<file path="src/common/mdua_consts.vh">
// register offsets, field positions, reset values and timing figures of the management access engine
`ifndef MDUA_CONSTS_VH
`define MDUA_CONSTS_VH

// register byte offsets
`define MDUA_OFF_CONTROL     8'h00
`define MDUA_OFF_ALIVE       8'h04
`define MDUA_OFF_LINK        8'h08
`define MDUA_OFF_LINK_CHG    8'h0C
`define MDUA_OFF_DONE_RAW    8'h14
`define MDUA_OFF_DONE_MASKED 8'h18
`define MDUA_OFF_MASK_SET    8'h1C
`define MDUA_OFF_MASK_CLEAR  8'h20
`define MDUA_OFF_ACCESS0     8'h24
`define MDUA_OFF_ACCESS1     8'h2C
`define MDUA_OFF_SELECT0     8'h28
`define MDUA_CH_STRIDE       8'h08

// control register fields
`define MDUA_CTL_IDLE        31
`define MDUA_CTL_ENABLE      30
`define MDUA_CTL_PRE_OFF     20
`define MDUA_CTL_DIV_HI      15
`define MDUA_CTL_DIV_LO      0

// access request fields
`define MDUA_ACC_GO          31
`define MDUA_ACC_WRITE       30
`define MDUA_ACC_ACK         29
`define MDUA_ACC_REG_HI      25
`define MDUA_ACC_REG_LO      21
`define MDUA_ACC_PHY_HI      20
`define MDUA_ACC_PHY_LO      16

// monitored select fields
`define MDUA_SEL_IRQ_EN      7

// reset values
`define MDUA_DIV_RST         16'h00FF
`define MDUA_PRE_OFF_RST     1'b0

// polled status register and its link bit
`define MDUA_POLL_REG        5'h01
`define MDUA_POLL_LINK_BIT   2

// frame geometry, bit positions counted from the first preamble bit
`define MDUA_PRE_BITS        6'd32
`define MDUA_TA_LAST         6'd47
`define MDUA_DATA_FIRST      6'd48
`define MDUA_FRAME_LAST      6'd63
`define MDUA_DRIVE_LAST_RD   6'd45

// timing: highest management clock in kHz and the clock rate in kHz
`define MDUA_MDC_MAX_KHZ     2500
`define MDUA_PCLK_KHZ        100000

`endif

</file>
<file path="src/rtl/mdua_frame.v">
// serial management frame engine with its own clock divider
`timescale 1ns/1ps
`default_nettype none
`include "mdua_consts.vh"

module mdua_frame (
    input  wire        pclk,
    input  wire        presetn,
    input  wire        enable,
    input  wire [15:0] clk_div,
    input  wire        pre_en,
    input  wire        start,
    input  wire        is_write,
    input  wire [4:0]  phy_addr,
    input  wire [4:0]  reg_idx,
    input  wire [15:0] wdata,
    input  wire        mdio_s,
    output reg         busy,
    output reg         done,
    output reg         ack,
    output reg  [15:0] rdata,
    output reg         mdc,
    output reg         mdio_o,
    output reg         mdio_oe
);

    reg  [15:0] div_cnt_r;
    reg  [5:0]  idx_r;
    reg         primed_r;
    reg         wr_r;
    reg  [63:0] frame_r;
    reg         sync1_r, sync2_r;
    wire [15:0] half_w = {1'b0, clk_div[15:1]};
    wire        fall_w = enable && (div_cnt_r == 16'h0000);
    wire        rise_w = enable && (div_cnt_r == half_w);
    wire [5:0]  idx_inc_w = idx_r + 6'd1;

    // management clock period is clk_div plus one pclk cycles
    always @(posedge pclk or negedge presetn)
    begin
        if (!presetn)
            div_cnt_r <= 16'h0000;
        else if (!enable || div_cnt_r >= clk_div)
            div_cnt_r <= 16'h0000;
        else
            div_cnt_r <= div_cnt_r + 16'h0001;
    end

    // clock pin: low on fall tick, high on rise tick
    always @(posedge pclk or negedge presetn)
    begin
        if (!presetn)
            mdc <= 1'b0;
        else if (fall_w)
            mdc <= 1'b0;
        else if (rise_w)
            mdc <= 1'b1;
    end

    // shift the frame out on falling ticks, released during read turnaround
    always @(posedge pclk or negedge presetn)
    begin
        if (!presetn)
        begin
            busy     <= 1'b0;
            done     <= 1'b0;
            idx_r    <= 6'd0;
            primed_r <= 1'b0;
            wr_r     <= 1'b0;
            frame_r  <= 64'h0000_0000_0000_0000;
            mdio_o   <= 1'b1;
            mdio_oe  <= 1'b0;
        end
        else
        begin
            done <= 1'b0;
            if (start && !busy)
            begin
                busy     <= 1'b1;
                primed_r <= 1'b0;
                wr_r     <= is_write;
                idx_r    <= pre_en ? 6'd0 : `MDUA_PRE_BITS;
                // preamble, start, opcode, address, index, turnaround, data
                frame_r  <= {32'hFFFF_FFFF, 2'b01, (is_write ? 2'b01 : 2'b10), phy_addr, reg_idx,
                             (is_write ? 2'b10 : 2'b11), (is_write ? wdata : 16'hFFFF)};
            end
            else if (busy && fall_w)
            begin
                if (!primed_r)
                begin
                    primed_r <= 1'b1;
                    mdio_o   <= frame_r[6'd63 - idx_r];
                    mdio_oe  <= 1'b1;
                end
                else if (idx_r == `MDUA_FRAME_LAST)
                begin
                    busy    <= 1'b0;
                    done    <= 1'b1;
                    mdio_o  <= 1'b1;
                    mdio_oe <= 1'b0;
                end
                else
                begin
                    idx_r   <= idx_inc_w;
                    mdio_o  <= frame_r[6'd63 - idx_inc_w];
                    mdio_oe <= wr_r || (idx_inc_w <= `MDUA_DRIVE_LAST_RD);
                end
            end
        end
    end

    // two flops on the serial pin before anyone looks at it; idles at the pull-up level
    always @(posedge pclk or negedge presetn)
    begin
        if (!presetn)
        begin
            sync1_r <= 1'b1;
            sync2_r <= 1'b1;
        end
        else
        begin
            sync1_r <= mdio_s;
            sync2_r <= sync1_r;
        end
    end

    // sample the phy on rising ticks: turnaround low means acknowledged
    always @(posedge pclk or negedge presetn)
    begin
        if (!presetn)
        begin
            ack   <= 1'b0;
            rdata <= 16'h0000;
        end
        else if (busy && primed_r && rise_w && !wr_r)
        begin
            if (idx_r == `MDUA_TA_LAST)
                ack <= !sync2_r;
            else if (idx_r >= `MDUA_DATA_FIRST)
                rdata <= {rdata[14:0], sync2_r};
        end
        else if (start && !busy)
            ack <= 1'b0;
    end

endmodule // mdua_frame
`default_nettype wire

</file>
<file path="src/rtl/mdua_top.v">
// management access engine: apb registers, request arbitration and phy polling
`timescale 1ns/1ps
`default_nettype none
`include "mdua_consts.vh"

module mdua_top #(
    parameter NCH = 2
) (
    input  wire        pclk,
    input  wire        presetn,
    input  wire        psel,
    input  wire        penable,
    input  wire        pwrite,
    input  wire [7:0]  paddr,
    input  wire [31:0] pwdata,
    output reg  [31:0] prdata,
    output reg         pready,
    output reg         pslverr,
    output wire        mdc,
    output wire        mdio_o,
    output wire        mdio_oe,
    input  wire        mdio_i,
    output reg         done_irq,
    output reg         link_irq
);

    // smallest divider keeping the clock at or below its ceiling
    localparam integer DIV_MIN = (`MDUA_PCLK_KHZ + `MDUA_MDC_MAX_KHZ - 1) / `MDUA_MDC_MAX_KHZ - 1;

    localparam [1:0] OWN_NONE = 2'd0;
    localparam [1:0] OWN_USER = 2'd1;
    localparam [1:0] OWN_POLL = 2'd2;

    reg         enable_r, pre_off_r;
    reg  [15:0] div_r, fr_data_r;
    reg  [31:0] alive_r, link_r;
    reg  [1:0]  mask_r, owner_r;
    reg         owner_ch_r, rr_r, start_r, fr_wr_r;
    reg  [4:0]  poll_addr_r, fr_phy_r, fr_reg_r;
    reg  [31:0] rd_nxt;
    reg         err_nxt;
    wire        eng_busy, eng_done, eng_ack;
    wire [15:0] eng_rdata;

    wire [NCH-1:0] go_w, wr_w, ackb_w, sel_en_w, raw_w, lchg_w;
    wire [4:0]     reg_w [0:NCH-1], phy_w [0:NCH-1], sel_phy_w [0:NCH-1];
    wire [15:0]    data_w [0:NCH-1];

    // apb write strobe, taken only on the access cycle
    wire        wr_en = psel && penable && pready && pwrite;
    wire        ch_done = eng_done && (owner_r == OWN_USER);
    wire        poll_done = eng_done && (owner_r == OWN_POLL);
    wire [4:0]  done_phy = fr_phy_r;
    wire        new_link = eng_ack && eng_rdata[`MDUA_POLL_LINK_BIT];

    // control register; a divider below the ceiling is raised to keep the pin legal
    always @(posedge pclk or negedge presetn)
    begin
        if (!presetn)
        begin
            enable_r  <= 1'b0;
            pre_off_r <= `MDUA_PRE_OFF_RST;
            div_r     <= `MDUA_DIV_RST;
            mask_r    <= 2'b00;
        end
        else if (wr_en)
        begin
            if (paddr == `MDUA_OFF_CONTROL)
            begin
                enable_r  <= pwdata[`MDUA_CTL_ENABLE];
                pre_off_r <= pwdata[`MDUA_CTL_PRE_OFF];
                div_r     <= (pwdata[15:0] < DIV_MIN[15:0]) ? DIV_MIN[15:0] : pwdata[15:0];
            end
            if (paddr == `MDUA_OFF_MASK_SET)
                mask_r <= mask_r | pwdata[1:0];
            if (paddr == `MDUA_OFF_MASK_CLEAR)
                mask_r <= mask_r & ~pwdata[1:0];
        end
    end

    // per request register: access fields, monitored select, completion and link flags
    genvar n;
    generate
        for (n = 0; n < NCH; n = n + 1)
        begin : g_ch
            localparam integer ACC_OFF = `MDUA_OFF_ACCESS0 + n * `MDUA_CH_STRIDE;
            localparam integer SEL_OFF = `MDUA_OFF_SELECT0 + n * `MDUA_CH_STRIDE;
            reg        go_r, wr_r, ack_r, sel_en_r, raw_r, lchg_r;
            reg [4:0]  reg_r, phy_r, sel_phy_r;
            reg [15:0] data_r;
            wire       mine = ch_done && (owner_ch_r == n);
            wire       lchg_set = poll_done && sel_en_r && (done_phy == sel_phy_r) &&
                                  (new_link != link_r[done_phy]);

            // a running request locks its register against new writes
            always @(posedge pclk or negedge presetn)
            begin
                if (!presetn)
                begin
                    go_r   <= 1'b0;
                    wr_r   <= 1'b0;
                    ack_r  <= 1'b0;
                    reg_r  <= 5'h00;
                    phy_r  <= 5'h00;
                    data_r <= 16'h0000;
                end
                else if (mine)
                begin
                    go_r <= 1'b0;
                    if (!wr_r)
                    begin
                        data_r <= eng_rdata;
                        ack_r  <= eng_ack;
                    end
                end
                else if (wr_en && paddr == ACC_OFF[7:0] && !go_r)
                begin
                    go_r   <= pwdata[`MDUA_ACC_GO];
                    wr_r   <= pwdata[`MDUA_ACC_WRITE];
                    ack_r  <= 1'b0;
                    reg_r  <= pwdata[`MDUA_ACC_REG_HI:`MDUA_ACC_REG_LO];
                    phy_r  <= pwdata[`MDUA_ACC_PHY_HI:`MDUA_ACC_PHY_LO];
                    data_r <= pwdata[15:0];
                end
            end

            // select register and sticky flags; a set in the clearing cycle wins
            always @(posedge pclk or negedge presetn)
            begin
                if (!presetn)
                begin
                    sel_phy_r <= 5'h00;
                    sel_en_r  <= 1'b0;
                    raw_r     <= 1'b0;
                    lchg_r    <= 1'b0;
                end
                else
                begin
                    if (wr_en && paddr == SEL_OFF[7:0])
                    begin
                        sel_phy_r <= pwdata[4:0];
                        sel_en_r  <= pwdata[`MDUA_SEL_IRQ_EN];
                    end
                    raw_r  <= mine ||
                              (raw_r && !(wr_en && paddr == `MDUA_OFF_DONE_RAW && pwdata[n]));
                    lchg_r <= lchg_set ||
                              (lchg_r && !(wr_en && paddr == `MDUA_OFF_LINK_CHG && pwdata[n]));
                end
            end

            assign go_w[n]      = go_r;
            assign wr_w[n]      = wr_r;
            assign ackb_w[n]    = ack_r;
            assign reg_w[n]     = reg_r;
            assign phy_w[n]     = phy_r;
            assign data_w[n]    = data_r;
            assign sel_phy_w[n] = sel_phy_r;
            assign sel_en_w[n]  = sel_en_r;
            assign raw_w[n]     = raw_r;
            assign lchg_w[n]    = lchg_r;
        end
    endgenerate

    // scheduler: user requests first in round robin, otherwise the next poll address
    always @(posedge pclk or negedge presetn)
    begin
        if (!presetn)
        begin
            owner_r     <= OWN_NONE;
            owner_ch_r  <= 1'b0;
            rr_r        <= 1'b0;
            poll_addr_r <= 5'h00;
            start_r     <= 1'b0;
            fr_wr_r     <= 1'b0;
            fr_phy_r    <= 5'h00;
            fr_reg_r    <= 5'h00;
            fr_data_r   <= 16'h0000;
        end
        else
        begin
            start_r <= 1'b0;
            case (owner_r)
                OWN_NONE:
                begin
                    if (enable_r && !eng_busy && !start_r)
                    begin
                        start_r <= 1'b1;
                        if (go_w[0] || go_w[1])
                        begin
                            // round robin: rr_r names the favoured register
                            owner_r    <= OWN_USER;
                            owner_ch_r <= (go_w[0] && go_w[1]) ? rr_r : go_w[1];
                            rr_r       <= (go_w[0] && go_w[1]) ? ~rr_r : ~go_w[1];
                            fr_wr_r    <= wr_w[(go_w[0] && go_w[1]) ? rr_r : go_w[1]];
                            fr_phy_r   <= phy_w[(go_w[0] && go_w[1]) ? rr_r : go_w[1]];
                            fr_reg_r   <= reg_w[(go_w[0] && go_w[1]) ? rr_r : go_w[1]];
                            fr_data_r  <= data_w[(go_w[0] && go_w[1]) ? rr_r : go_w[1]];
                        end
                        else
                        begin
                            owner_r   <= OWN_POLL;
                            fr_wr_r   <= 1'b0;
                            fr_phy_r  <= poll_addr_r;
                            fr_reg_r  <= `MDUA_POLL_REG;
                            fr_data_r <= 16'h0000;
                        end
                    end
                end
                OWN_USER, OWN_POLL:
                begin
                    if (eng_done)
                    begin
                        owner_r <= OWN_NONE;
                        if (owner_r == OWN_POLL)
                            poll_addr_r <= poll_addr_r + 5'h01;
                    end
                end
                default:
                    owner_r <= OWN_NONE;
            endcase
        end
    end

    // presence and link tables, both updated by polls; presence also by user reads
    always @(posedge pclk or negedge presetn)
    begin
        if (!presetn)
        begin
            alive_r <= 32'h0000_0000;
            link_r  <= 32'h0000_0000;
        end
        else if (poll_done)
        begin
            alive_r[done_phy] <= eng_ack;
            link_r[done_phy]  <= new_link;
        end
        else if (ch_done && !fr_wr_r)
            alive_r[done_phy] <= eng_ack;
    end

    // interrupt outputs from flops
    always @(posedge pclk or negedge presetn)
    begin
        if (!presetn)
        begin
            done_irq <= 1'b0;
            link_irq <= 1'b0;
        end
        else
        begin
            done_irq <= |(raw_w & mask_r);
            link_irq <= |lchg_w;
        end
    end

    // read mux; unmapped addresses answer with an error and zero data
    always @*
    begin
        rd_nxt  = 32'h0000_0000;
        err_nxt = 1'b0;
        case (paddr)
            `MDUA_OFF_CONTROL:     rd_nxt = {!eng_busy, enable_r, 9'h000, pre_off_r, 4'h0, div_r};
            `MDUA_OFF_ALIVE:       rd_nxt = alive_r;
            `MDUA_OFF_LINK:        rd_nxt = link_r;
            `MDUA_OFF_LINK_CHG:    rd_nxt = {30'h0000_0000, lchg_w};
            `MDUA_OFF_DONE_RAW:    rd_nxt = {30'h0000_0000, raw_w};
            `MDUA_OFF_DONE_MASKED: rd_nxt = {30'h0000_0000, raw_w & mask_r};
            `MDUA_OFF_MASK_SET:    rd_nxt = {30'h0000_0000, mask_r};
            `MDUA_OFF_MASK_CLEAR:  rd_nxt = {30'h0000_0000, mask_r};
            8'h24:                 rd_nxt = {go_w[0], wr_w[0], ackb_w[0], 3'b000, reg_w[0], phy_w[0], data_w[0]};
            8'h28:                 rd_nxt = {24'h00_0000, sel_en_w[0], 2'b00, sel_phy_w[0]};
            8'h2C:                 rd_nxt = {go_w[1], wr_w[1], ackb_w[1], 3'b000, reg_w[1], phy_w[1], data_w[1]};
            8'h30:                 rd_nxt = {24'h00_0000, sel_en_w[1], 2'b00, sel_phy_w[1]};
            default:               err_nxt = 1'b1;
        endcase
    end

    // apb answer: ready on the first access cycle, no wait states
    always @(posedge pclk or negedge presetn)
    begin
        if (!presetn)
        begin
            pready  <= 1'b0;
            pslverr <= 1'b0;
            prdata  <= 32'h0000_0000;
        end
        else
        begin
            pready  <= psel && !penable;
            pslverr <= psel && !penable && err_nxt;
            prdata  <= (psel && !penable && !pwrite) ? rd_nxt : 32'h0000_0000;
        end
    end

    mdua_frame u_frame (
        .pclk     (pclk),
        .presetn  (presetn),
        .enable   (enable_r),
        .clk_div  (div_r),
        .pre_en   (!pre_off_r),
        .start    (start_r),
        .is_write (fr_wr_r),
        .phy_addr (fr_phy_r),
        .reg_idx  (fr_reg_r),
        .wdata    (fr_data_r),
        .mdio_s   (mdio_i),
        .busy     (eng_busy),
        .done     (eng_done),
        .ack      (eng_ack),
        .rdata    (eng_rdata),
        .mdc      (mdc),
        .mdio_o   (mdio_o),
        .mdio_oe  (mdio_oe)
    );

endmodule // mdua_top
`default_nettype wire

</file>
<file path="config.mk">
export PLATFORM = sky130hd
export DESIGN_NAME = mdua_top
export DESIGN_NICKNAME = d
export VERILOG_FILES = /design/src/rtl/mdua_frame.v /design/src/rtl/mdua_top.v
export VERILOG_INCLUDE_DIRS = /design/src /design/src/common
export SDC_FILE = /design/constraint.sdc
export NUM_CORES = 1
export LEC_CHECK = 0
export BUFFER_PORTS_ARGS = -buffer_cell sky130_fd_sc_hd__buf_2
export CORE_AREA = 3 3 228 185
export DETAILED_ROUTE_END_ITERATION = 12
export DIE_AREA = 0 0 231 188
export GPL_TIMING_DRIVEN = 1
export MAX_ROUTING_LAYER = met4
export SYNTH_ARGS = -nofsm -noshare
export SYNTH_HDL_FRONTEND = slang
export SYNTH_SLANG_ARGS = --single-unit
</file>
<file path="constraint.sdc">
create_clock -name pclk -period 3.39 [get_ports pclk]
set_input_delay 0.678 -clock pclk [delete_from_list [all_inputs] [get_ports pclk]]
set_output_delay 0.678 -clock pclk [all_outputs]
set_load 0.02 [all_outputs]
</file>
==> metrics.cfg, run 1 <==
[die]
core_mm2=0.0403
die_h_um=188
row_count=66
initial_core_util_pct=37.6
pin_count=85
dieWidth_um=231
die_area_mm2=0.0434

[sta]
hold-worst-slack_ns=0.144
fmax_mhz=358
drv_slew=0
relSlewSlack_pct=22.6
tns_ns=0
worstMarginPinSlew_ns=1.16
hold_violations=0
finClkSkew_ns=0.0223
rsz0062_at_grt=false
fin_crit_ns=2.79
finalSetupViolations=0
fin_ws_ns=0.596
period_share_pct=82.4

[synth]
avgSynthCellArea_um2=10.8
netlist-cell-type-count=70
synthFlopType=dfrtp_1
syn_nets=1480
async_flop_share_pct=100
synth-edff-count=0
synth_seq_area_share_pct=50.7
ys_top_cells_by_area=dfrtp_1 49%, mux2_2 5.4%, nand2_1 4.5%
synth_top_area_share_pct=48.8
synthesis.instances=1410
synth_area_mm2=0.0152
ys_seq_elements=307
yosysTopAreaCell=dfrtp_1
ys_warn_count=0

[routing]
drc=0
vias=11240
drtIter0Drc=1021
viasPerCell=5.50
ant_nets=0
totalWireLength_mm=42.1
wl_per_cell_um=20.6
drt_first_pass_iters=6

[worst_setup_path]
critPathLaunch=u_frame.div_cnt_r[4]$_DFF_PN0_
required_ns=3.81
path_class=flop to flop
crit_arrival_ns=3.21
r2r_start=u_frame.div_cnt_r[4]$_DFF_PN0_
cp_max_fo=16
crit_path_end_kind=flop
start_kind=flop

[power]
p_sw_mw=1.76
max-vdd-ir-drop_v=0.000283
pwr-share-seq_pct=46.8
power_mw=8.02
p_int_mw=6.25
power.leakage_nw=8.05
sw_frac_of_total_pct=22.0
pwr-share-comb_pct=3.6
pwr-share-clk_pct=49.6
power_density_mw_per_mm2=460

[placement]
placed_cells=1980
finalWeightedCongestion=0.924
numPortBuffers=80
dp_hpwl_mm=29.3
place_ws_ns=0.429

[layout]
n_fill_cell=3902
drive_above_1_share_pct=21.6
finalNonFillerCells=2045
layout.nets=1543
syn2layout_area_growth_pct=14.9

[grt]
antenna_found_initial=0
grt_pass1_wl_mm=67.4
gr-usage-all-layers_pct=20.2
grt_pass1_vias=11385
grt_max_degree=90
grt_overflow=0

[clock_tree]
post-cts-setup-buffers=0
cts_sinks=307
cts_made_buffers=35
cts_root_buf=clkbuf_16
clk_pin_slew_ns=0.06
clk_latency_ns=0.53
ctsHtreeMaxLevel=2
hold_buffers=0
ctsResizeCount=0
tritoncts=built
clockBufferDepth=3

[status]
status=finished clean

[job]
max-cap-violations=0

[worst_hold_path]
hp-class=input pin to async pin

critical path: stages, from the launching register on:
cell      delay [ns]
dfrtp_1         0.47
xor2_1          0.20
nor4_1          0.28
nand4_1         0.13
nor3_2          0.55
nand4b_4        0.25
nor2_8          0.39
mux2_2          0.38
registers in the layout, indices dropped and copies added (netlist names), 2 cells and up, named ones only:
register and count:
g_ch.ack_r 2, g_ch.lchg_r 2, alive_r 32, g_ch.wr_r 2
div_r 16, u_frame.idx_r 6, g_ch.data_r 32, u_frame.div_cnt_r 16
fr_reg_r 5, prdata 32, done_phy 5, g_ch.reg_r 10
fr_data_r 16, owner_r 2, g_ch.sel_phy_r 10, g_ch.go_r 2
g_ch.sel_en_r 2, poll_addr_r 5, u_frame.rdata 16, u_frame.frame_r 29
link_r 32, g_ch.phy_r 10, g_ch.raw_r 2
per-stage QoR:
step | instance area (um^2) | utilization [%]
floorplan | 15200 | -
global placement | 16200 | 40.2
detailed placement | 16200 | 40.2
CTS | 17400 | 43.2
global route | 17400 | 43.2
finish | 17400 | 43.2
cells in the final DEF (no fill, tap or decap), types with 22 or more instances in the layout:
cell	Yosys	routed
nor2_1	85	82
buf_2	24	79
mux2i_1	64	64
ha_1	24	24
mux2_2	73	73
o22ai_1	22	22
inv_1	43	43
buf_4	2	34
xnor2_1	27	27
nand2_1	181	181
clkbuf_16	0	36
a22oi_1	62	62
a31oi_1	38	38
a21oi_1	34	34
o21ai_0	95	94
dfrtp_1	296	296
o31ai_1	33	33
xor2_1	24	24
power groups by stage:
| stage | Combinational, mW | Clock, mW | Sequential, mW |
|---|---|---|---|
| global route | 0.324 | 4.21 | 3.76 |
| CTS | 0.292 | 4.06 | 3.75 |
| detailed placement | 0.292 | 0 | 3.82 |
| floorplan | 0.123 | 0 | 3.81 |
| finish | 0.287 | 3.98 | 3.75 |
| global placement | 0.284 | 0 | 3.82 |
synthesized netlist by cell type (all sizes together) (3+ instances only):
master and count:
a21o 5, a21oi 34, a222oi 6, a22o 3, a22oi 62, a31oi 38, a32oi 3, and2 9
and3 9, and4 3, buf 35, clkbuf 57, dfrtp 296, dfstp 11, ha 24, inv 44
mux2 92, mux2i 64, mux4 21, nand2 181, nand2b 7, nand3 21, nand3b 7, nand4 11
nor2 88, nor2b 6, nor3 6, nor3b 4, nor4 9, o21ai 112, o22a 3, o22ai 22
o31ai 33, or2 4, or3 4, or4 5, xnor2 27, xor2 24
final timing paths:
kind / slack, ns / cells past startpoint / endpoint
setup reg to reg: 0.60 / 7 / u_frame.rdata[3]$_DFFE_PN0P_
setup / recovery: 0.60 / 7 / u_frame.rdata[3]$_DFFE_PN0P_
hold / removal: 0.14 / 1 / g_ch[1].phy_r[0]$_DFFE_PN0P_
hold reg to reg: 0.35 / 0 / u_frame.sync2_r$_DFF_PN1_
min in group pclk: 0.27 / 1 / u_frame.sync1_r$_DFF_PN1_
max in group asynchronous: 2.26 / 2 / div_r[7]$_DFFE_PN1P_
cell families after synthesis:
logic type	after synthesis	share of synthesized area, %
AO/OA/AOI/OAI	334	13.9
XOR/XNOR	51	2.94
AND/OR/NAND/NOR	381	11.9
flip-flops	307	50.7
multiplexers	177	14.6
buffers and inverters	136	3.89
adder cells (fa/ha/maj)	24	1.98
per-layer routing:
layer	vias up	wire, um	global-route usage [%]
met5	-	0	-
met4	0	753	4.57
met3	61	2280	2.69
met2	332	18400	29.4
met1	5632	20700	30.0
li1	5215	-	-
layout make-up:
class	instances	area [um^2]	share of cell area (%)
Antenna cell	1	2.50	0.0144
Clock inverter	8	136	0.783
Timing Repair Buffer	118	746	4.28
Sequential cell	307	7700	44.2
Clock buffer	56	1090	6.23
Multi-Input combinational cell	967	6920	39.7
Inverter	44	165	0.948
Tap cell	544	681	3.91
(Power assumes the default switching activity.)
==> inputs of run 2 (changes only) <==
==> constraint.sdc (replaced) <==
create_clock -name pclk -period 2.8 [get_ports pclk]
set_input_delay 0.56 -clock pclk [delete_from_list [all_inputs] [get_ports pclk]]
set_output_delay 0.56 -clock pclk [all_outputs]
set_load 0.02 [all_outputs]
==> metrics.cfg, run 2 (synthesis gave the netlist of run 1 again) <==
[grt]
gr-usage-all-layers_pct=20.2  ; -0.020 points
grt_pass1_wl_mm=67.0  ; -0.50%
grt_pass1_vias=11306  ; -0.69%
grt_overflow=0  ; unchanged
grt_max_degree=72  ; -20%
antenna_found_initial=0  ; unchanged

[clock_tree]
cts_made_buffers=36  ; +2.9%
clk_latency_ns=0.52  ; about the same
clockBufferDepth=3  ; unchanged
clk_pin_slew_ns=0.06  ; about the same
cts_sinks=307  ; unchanged
cts_root_buf=clkbuf_16
tritoncts=built
hold_buffers=0  ; unchanged
ctsHtreeMaxLevel=2  ; unchanged
ctsResizeCount=0  ; unchanged
post-cts-setup-buffers=0  ; unchanged

[worst_setup_path]
crit_path_end_kind=flop
path_cells=xor2_1 > nor4_1 > nand4_1 > nor3_2 > buf_4 > nand4b_4 > nor2_8 > mux2_2
crit_arrival_ns=2.83  ; -0.38 ns
path_buf_inv=1  ; +1
cp_max_fo=16  ; unchanged
max_stage_delay_ns=0.46  ; -0.09 ns
path_class=flop to flop
required_ns=3.21  ; -0.60 ns
crit_slowest_cell=dfrtp_1
start_kind=flop
cp_top_family=simple AND/OR/NAND/NOR gates

[sta]
hold_violations=0  ; unchanged
relSlewSlack_pct=19.4  ; -3.2 points
tns_ns=0  ; unchanged
worstMarginPinSlew_ns=1.21  ; +0.0477 ns
period_share_pct=86.7  ; +4.3 points
finClkSkew_ns=0.0216  ; -0.000759 ns
finalSetupViolations=0  ; unchanged
fin_crit_ns=2.43  ; -0.366 ns
rsz0062_at_grt=false
drv_slew=0  ; unchanged
fmax_mhz=412  ; +15%

[layout]
register_area_mm2=0.00770  ; unchanged
layout.nets=1556  ; +0.84%
final_common_cell=dfrtp_1
drive_above_1_share_pct=22.2  ; +0.61 points
syn2layout_area_growth_pct=15.9
multi_input_area_mm2=0.00692  ; unchanged
n_fill_cell=3895  ; -0.18%
layout_common_cells=296 x dfrtp_1, 181 x nand2_1, 94 x o21ai_0
final_core_util_pct=43.6  ; +0.39 points

[power]
pwr-share-seq_pct=46.6  ; -0.2 points
sw_frac_of_total_pct=21.9  ; -0.14 points
pwr-share-clk_pct=49.8  ; +0.2 points
max-vdd-ir-drop_v=0.000352  ; +24%
pwr-share-comb_pct=3.6  ; about the same
p_int_mw=7.63  ; +22%
power_density_mw_per_mm2=555  ; +21%
power_mw=9.76  ; +22%
power.leakage_nw=8.14  ; +1.1%
p_sw_mw=2.13  ; +21%

[routing]
ant_nets=0  ; unchanged
wl_per_cell_um=20.8  ; +1.1%
drtIter0Drc=1133  ; +11%
totalWireLength_mm=42.7  ; +1.5%
viasPerCell=5.51  ; +0.24%
drc=0  ; unchanged
vias=11311  ; +0.63%
drt_first_pass_iters=5  ; -1

[die]
pin_count=85  ; unchanged
dieWidth_um=231  ; unchanged
die_h_um=188  ; unchanged
row_count=66  ; unchanged
die_area_mm2=0.0434  ; unchanged
initial_core_util_pct=37.6  ; unchanged
core_mm2=0.0403  ; unchanged

[job]
max-cap-violations=0  ; unchanged

[worst_hold_path]
hp-class=input pin to async pin

[status]
status=finished clean

[placement]
numPortBuffers=80  ; unchanged
dp_hpwl_mm=29.6  ; +1.1%
finalWeightedCongestion=0.872  ; -5.7%

run 2: power groups by stage:
stage / Sequential, mW / Clock [mW] / Combinational [mW]
floorplan: 4.61 / 0 / 0.148
global placement: 4.62 / 0 / 0.345
detailed placement: 4.62 / 0 / 0.355
CTS: 4.55 / 4.95 / 0.356
global route: 4.55 / 5.13 / 0.396
finish: 4.55 / 4.87 / 0.350
run 2: area by class of cell:
class / instances / area share, %
clock inverter: 6 / 0.662
multi-input combinational: 967 / 39.3
antenna: 1 / 0.0142
tap: 544 / 3.87
clock buffer: 54 / 6.32
sequential: 307 / 43.8
timing repair buffer: 130 / 5.11
inverter: 44 / 0.939
run 2: through the flow:
| stage | cell area, um^2 | setup WS [ns] | hold slack (ns) | cells |
|---|---|---|---|---|
| global route | 17600 | 0.241 | 0.0449 | 2052 |
| CTS | 17600 | 0.376 | 0.0318 | 2052 |
| floorplan | 15200 | 0.0426 | 0.264 | 1410 |
| global placement | 16400 | 0.304 | 0.347 | 1992 |
| finish | 17600 | 0.372 | 0.0000674 | 2053 |
| detailed placement | 16400 | 0.291 | 0.347 | 1992 |
run 2: path summary, 6_finish.rpt:
path / slack [ns] / endpoint / cells past startpoint / startpoint
min in group pclk: 0.14 / u_frame.sync1_r$_DFF_PN1_ / 1 / mdio_i
worst min register to register: 0.35 / u_frame.sync2_r$_DFF_PN1_ / 0 / u_frame.sync1_r$_DFF_PN1_
max in group asynchronous: 1.92 / u_frame.mdio_o$_DFFE_PN1P_ / 2 / presetn
worst max-delay path: 0.37 / u_frame.rdata[4]$_DFFE_PN0P_ / 8 / u_frame.div_cnt_r[4]$_DFF_PN0_
worst max register to register: 0.37 / u_frame.rdata[4]$_DFFE_PN0P_ / 8 / u_frame.div_cnt_r[4]$_DFF_PN0_
worst min-delay path: 0.00007 / g_ch[1].phy_r[2]$_DFFE_PN0P_ / 1 / presetn
run 2: worst reg2reg max path: stages, from the launching register on:
cell and delay [ns]:
dfrtp_1 0.46, xor2_1 0.20, nor4_1 0.29, nand4_1 0.14, nor3_2 0.12, buf_4 0.18, nand4b_4 0.15, nor2_8 0.37
mux2_2 0.41
run 2: layer usage:
layer | global-route usage, % | part of all wire, % | wire (um) | vias to the layer above
met1 | 29.7 | 49 | 20900 | 5698
met2 | 29.7 | 44 | 18600 | 332
li1 | - | - | - | 5219
met5 | - | 0 | 0 | -
met3 | 2.96 | 5.5 | 2360 | 62
met4 | 4.05 | 1.8 | 788 | 0
==> inputs of run 3 (changes only) <==
--- a/config.mk
+++ b/config.mk
@@ -7,11 +7,12 @@
 export NUM_CORES = 1
 export LEC_CHECK = 0
 export BUFFER_PORTS_ARGS = -buffer_cell sky130_fd_sc_hd__buf_2
-export CORE_AREA = 3 3 228 185
+export CORE_AREA = 3 3 189 154
 export DETAILED_ROUTE_END_ITERATION = 12
-export DIE_AREA = 0 0 231 188
+export DIE_AREA = 0 0 192 157
 export GPL_TIMING_DRIVEN = 1
 export MAX_ROUTING_LAYER = met4
+export PLACE_DENSITY = 0.76
 export SYNTH_ARGS = -nofsm -noshare
 export SYNTH_HDL_FRONTEND = slang
 export SYNTH_SLANG_ARGS = --single-unit
==> constraint.sdc (replaced) <==
create_clock -name pclk -period 2.1 [get_ports pclk]
set_input_delay 0.42 -clock pclk [delete_from_list [all_inputs] [get_ports pclk]]
set_output_delay 0.42 -clock pclk [all_outputs]
set_load 0.02 [all_outputs]
==> metrics.cfg, run 3 (synthesis gave the netlist of run 1 again) <==
[die]
dieWidth_um=192  ; -17%
die_area_mm2=0.0301  ; -31%
core_mm2=0.0272  ; -32%
initial_core_util_pct=55.7  ; +18 points
row_count=54  ; -18%
pin_count=85  ; unchanged
die_h_um=157  ; -16%

[worst_hold_path]
hp-class=input pin to flop
hold_depth=2
whs_endpoint=pready$_DFF_PN0_
hold_start=penable

[clock_tree]
clk_pin_slew_ns=0.06  ; about the same
cts_made_buffers=31  ; -14%
clk_latency_ns=0.58  ; +0.06 ns
cts_sinks=307  ; unchanged
cts_root_buf=clkbuf_16
tritoncts=built
ctsHtreeMaxLevel=1  ; -1
clockBufferDepth=3  ; unchanged

[grt]
grt_pass1_wl_mm=67.6  ; +0.84%
grt_pass1_vias=12103  ; +7.0%
grt_overflow=0  ; unchanged
antenna_found_initial=0  ; unchanged
gr-usage-all-layers_pct=29.4  ; +9.3 points
grt_max_degree=88  ; +22%

[worst_setup_path]
r2r_start=div_r[5]$_DFFE_PN1P_
start_kind=flop
cp_max_fo=8  ; -8
crit_slowest_cell=dfstp_2
required_ns=2.55  ; -0.66 ns
crit_path_end_kind=flop
r2r_cells=9  ; +1
max_stage_delay_ns=0.54  ; +0.08 ns
path_cells=xor2_1 > nor4_1 > nand4_1 > nor3_2 > buf_4 > nand4b_4 > nor2_8 > clkbuf_16 > mux2_4
regToRegSetupSlack_ns=-0.14  ; -0.52 ns
r2r-end=u_frame.rdata[8]$_DFFE_PN0P_
path_class=flop to flop
crit_arrival_ns=2.69  ; -0.14 ns

[layout]
syn2layout_area_growth_pct=20.6
design_area_mm2=0.0183  ; +4.1%
final_core_util_pct=67.2  ; +24 points
layout_common_cells=295 x dfrtp_1, 181 x nand2_1, 115 x buf_4
final_common_cell=dfrtp_1
layout.nets=1645  ; +5.7%
drive_above_1_share_pct=28.2  ; +6.0 points
diodes=0  ; -1
n_fill_cell=2036  ; -48%

[sta]
rsz0062_at_grt=true
worstMarginPinSlew_ns=0.666  ; -0.542 ns
relSlewSlack_pct=55.6  ; +36 points
finalSetupViolations=19  ; +19
period_share_pct=107  ; +20 points
drv_slew=0  ; unchanged
fin_crit_ns=2.24  ; -0.184 ns
hold_violations=0  ; unchanged
fmax_mhz=445  ; +8.2%
finClkSkew_ns=0.0191  ; -0.00254 ns
fin_ws_ns=-0.145  ; -0.516 ns

[placement]
dp_hpwl_mm=29.7  ; +0.27%
numPortBuffers=80  ; unchanged
place_ws_ns=-0.118  ; -0.410 ns
placed_area_mm2=0.0170  ; +3.7%
finalWeightedCongestion=0.933  ; +7.0%

[routing]
drt_first_pass_iters=6  ; +1
totalWireLength_mm=42.6  ; -0.12%
wl_per_cell_um=21.7  ; +4.5%
drc=0  ; unchanged
viasPerCell=6.13  ; +11%
ant_nets=0  ; unchanged
drtIter0Drc=1130  ; -0.26%
vias=12036  ; +6.4%

[power]
power.leakage_nw=8.59  ; +5.6%
max-vdd-ir-drop_v=0.000602  ; +71%
power_mw=12.1  ; +24%
power_density_mw_per_mm2=661  ; +19%

[status]
status=finished with violations
violations=setup timing

[job]
max-cap-violations=0  ; unchanged

run 3: cell count changes in the layout (fill, tap and decap cells not counted), sizes merged:
cell         change
bufbuf           +1
diode            -1
bufinv           -1
clkinvlp         +1
dlygate4sd3      +2
buf             +90
inv              +1
clkbuf           -4
run 3: where the power goes:
part / total (mW) / switching (mW) / internal, mW
Sequential: 6.06 / 0.0661 / 5.99
Combinational: 0.516 / 0.310 / 0.206
Clock: 5.52 / 2.28 / 3.24
Total: 12.1 / 2.66 / 9.44
run 3: critical path, delay by kind of cell, from the launching register on:
kind | cells | cell delay [ns]
and+or+nand+nor | 5 | 0.86
muxes | 1 | 0.30
buffers and inverters | 2 | 0.37
xor gates and xnor gates | 1 | 0.06
DFF | 1 | 0.54
run 3: metal layers:
| layer | track usage (%) | share of wire, % |
|---|---|---|
| met1 | 43.2 | 44 |
| met2 | 42.9 | 45 |
| met3 | 4.77 | 8.8 |
| met4 | 7.66 | 2.6 |
| met5 | - | 0 |
run 3: area by class of cell:
type	count	area (um^2)	area share, %
Timing Repair Buffer	224	1830	9.99
Clock buffer	49	923	5.04
Sequential cell	307	7700	42.1
Clock inverter	7	91.3	0.499
Inverter	44	168	0.916
Multi-Input combinational cell	967	7140	39.0
Tap cell	364	455	2.49
run 3: stage by stage:
stage	hold slack (ns)	setup TNS, ns	std cells
4_1_cts	0.0102	-2.47	1962
3_5_place_dp	0.310	-4.16	1899
3_3_place_gp	0.310	-1.43	1899
6_report	0.0311	-2.07	1962
2_1_floorplan	0.124	-0.343	1410
5_1_grt	0.0445	-4.60	1962
run 3: repair_timing:
item | CTS | global route
gates resized for setup | 37 | 24
gates cloned | 2 | 1
pin swaps | 11 | 7
setup endpoints to repair | 51 | 47
hold buffers | 2 | 0
buffers inserted | 3 | 1
endpoints found under the hold margin | 33 | 0
run 3: worst max-delay path by stage:
stage / from / endpoint / slack [ns] / cells past startpoint
global placement: div_r[5]$_DFFE_PN1P_ / u_frame.rdata[3]$_DFFE_PN0P_ / -0.09 / 9
global route: div_r[5]$_DFFE_PN1P_ / u_frame.rdata[8]$_DFFE_PN0P_ / -0.22 / 9
floorplan: u_frame.idx_r[0]$_DFFE_PN0P_ / u_frame.mdio_o$_DFFE_PN1P_ / -0.34 / 10
finish: div_r[5]$_DFFE_PN1P_ / u_frame.rdata[8]$_DFFE_PN0P_ / -0.14 / 9
CTS: div_r[5]$_DFFE_PN1P_ / u_frame.rdata[3]$_DFFE_PN0P_ / -0.14 / 9
detailed placement: div_r[5]$_DFFE_PN1P_ / u_frame.rdata[3]$_DFFE_PN0P_ / -0.12 / 9
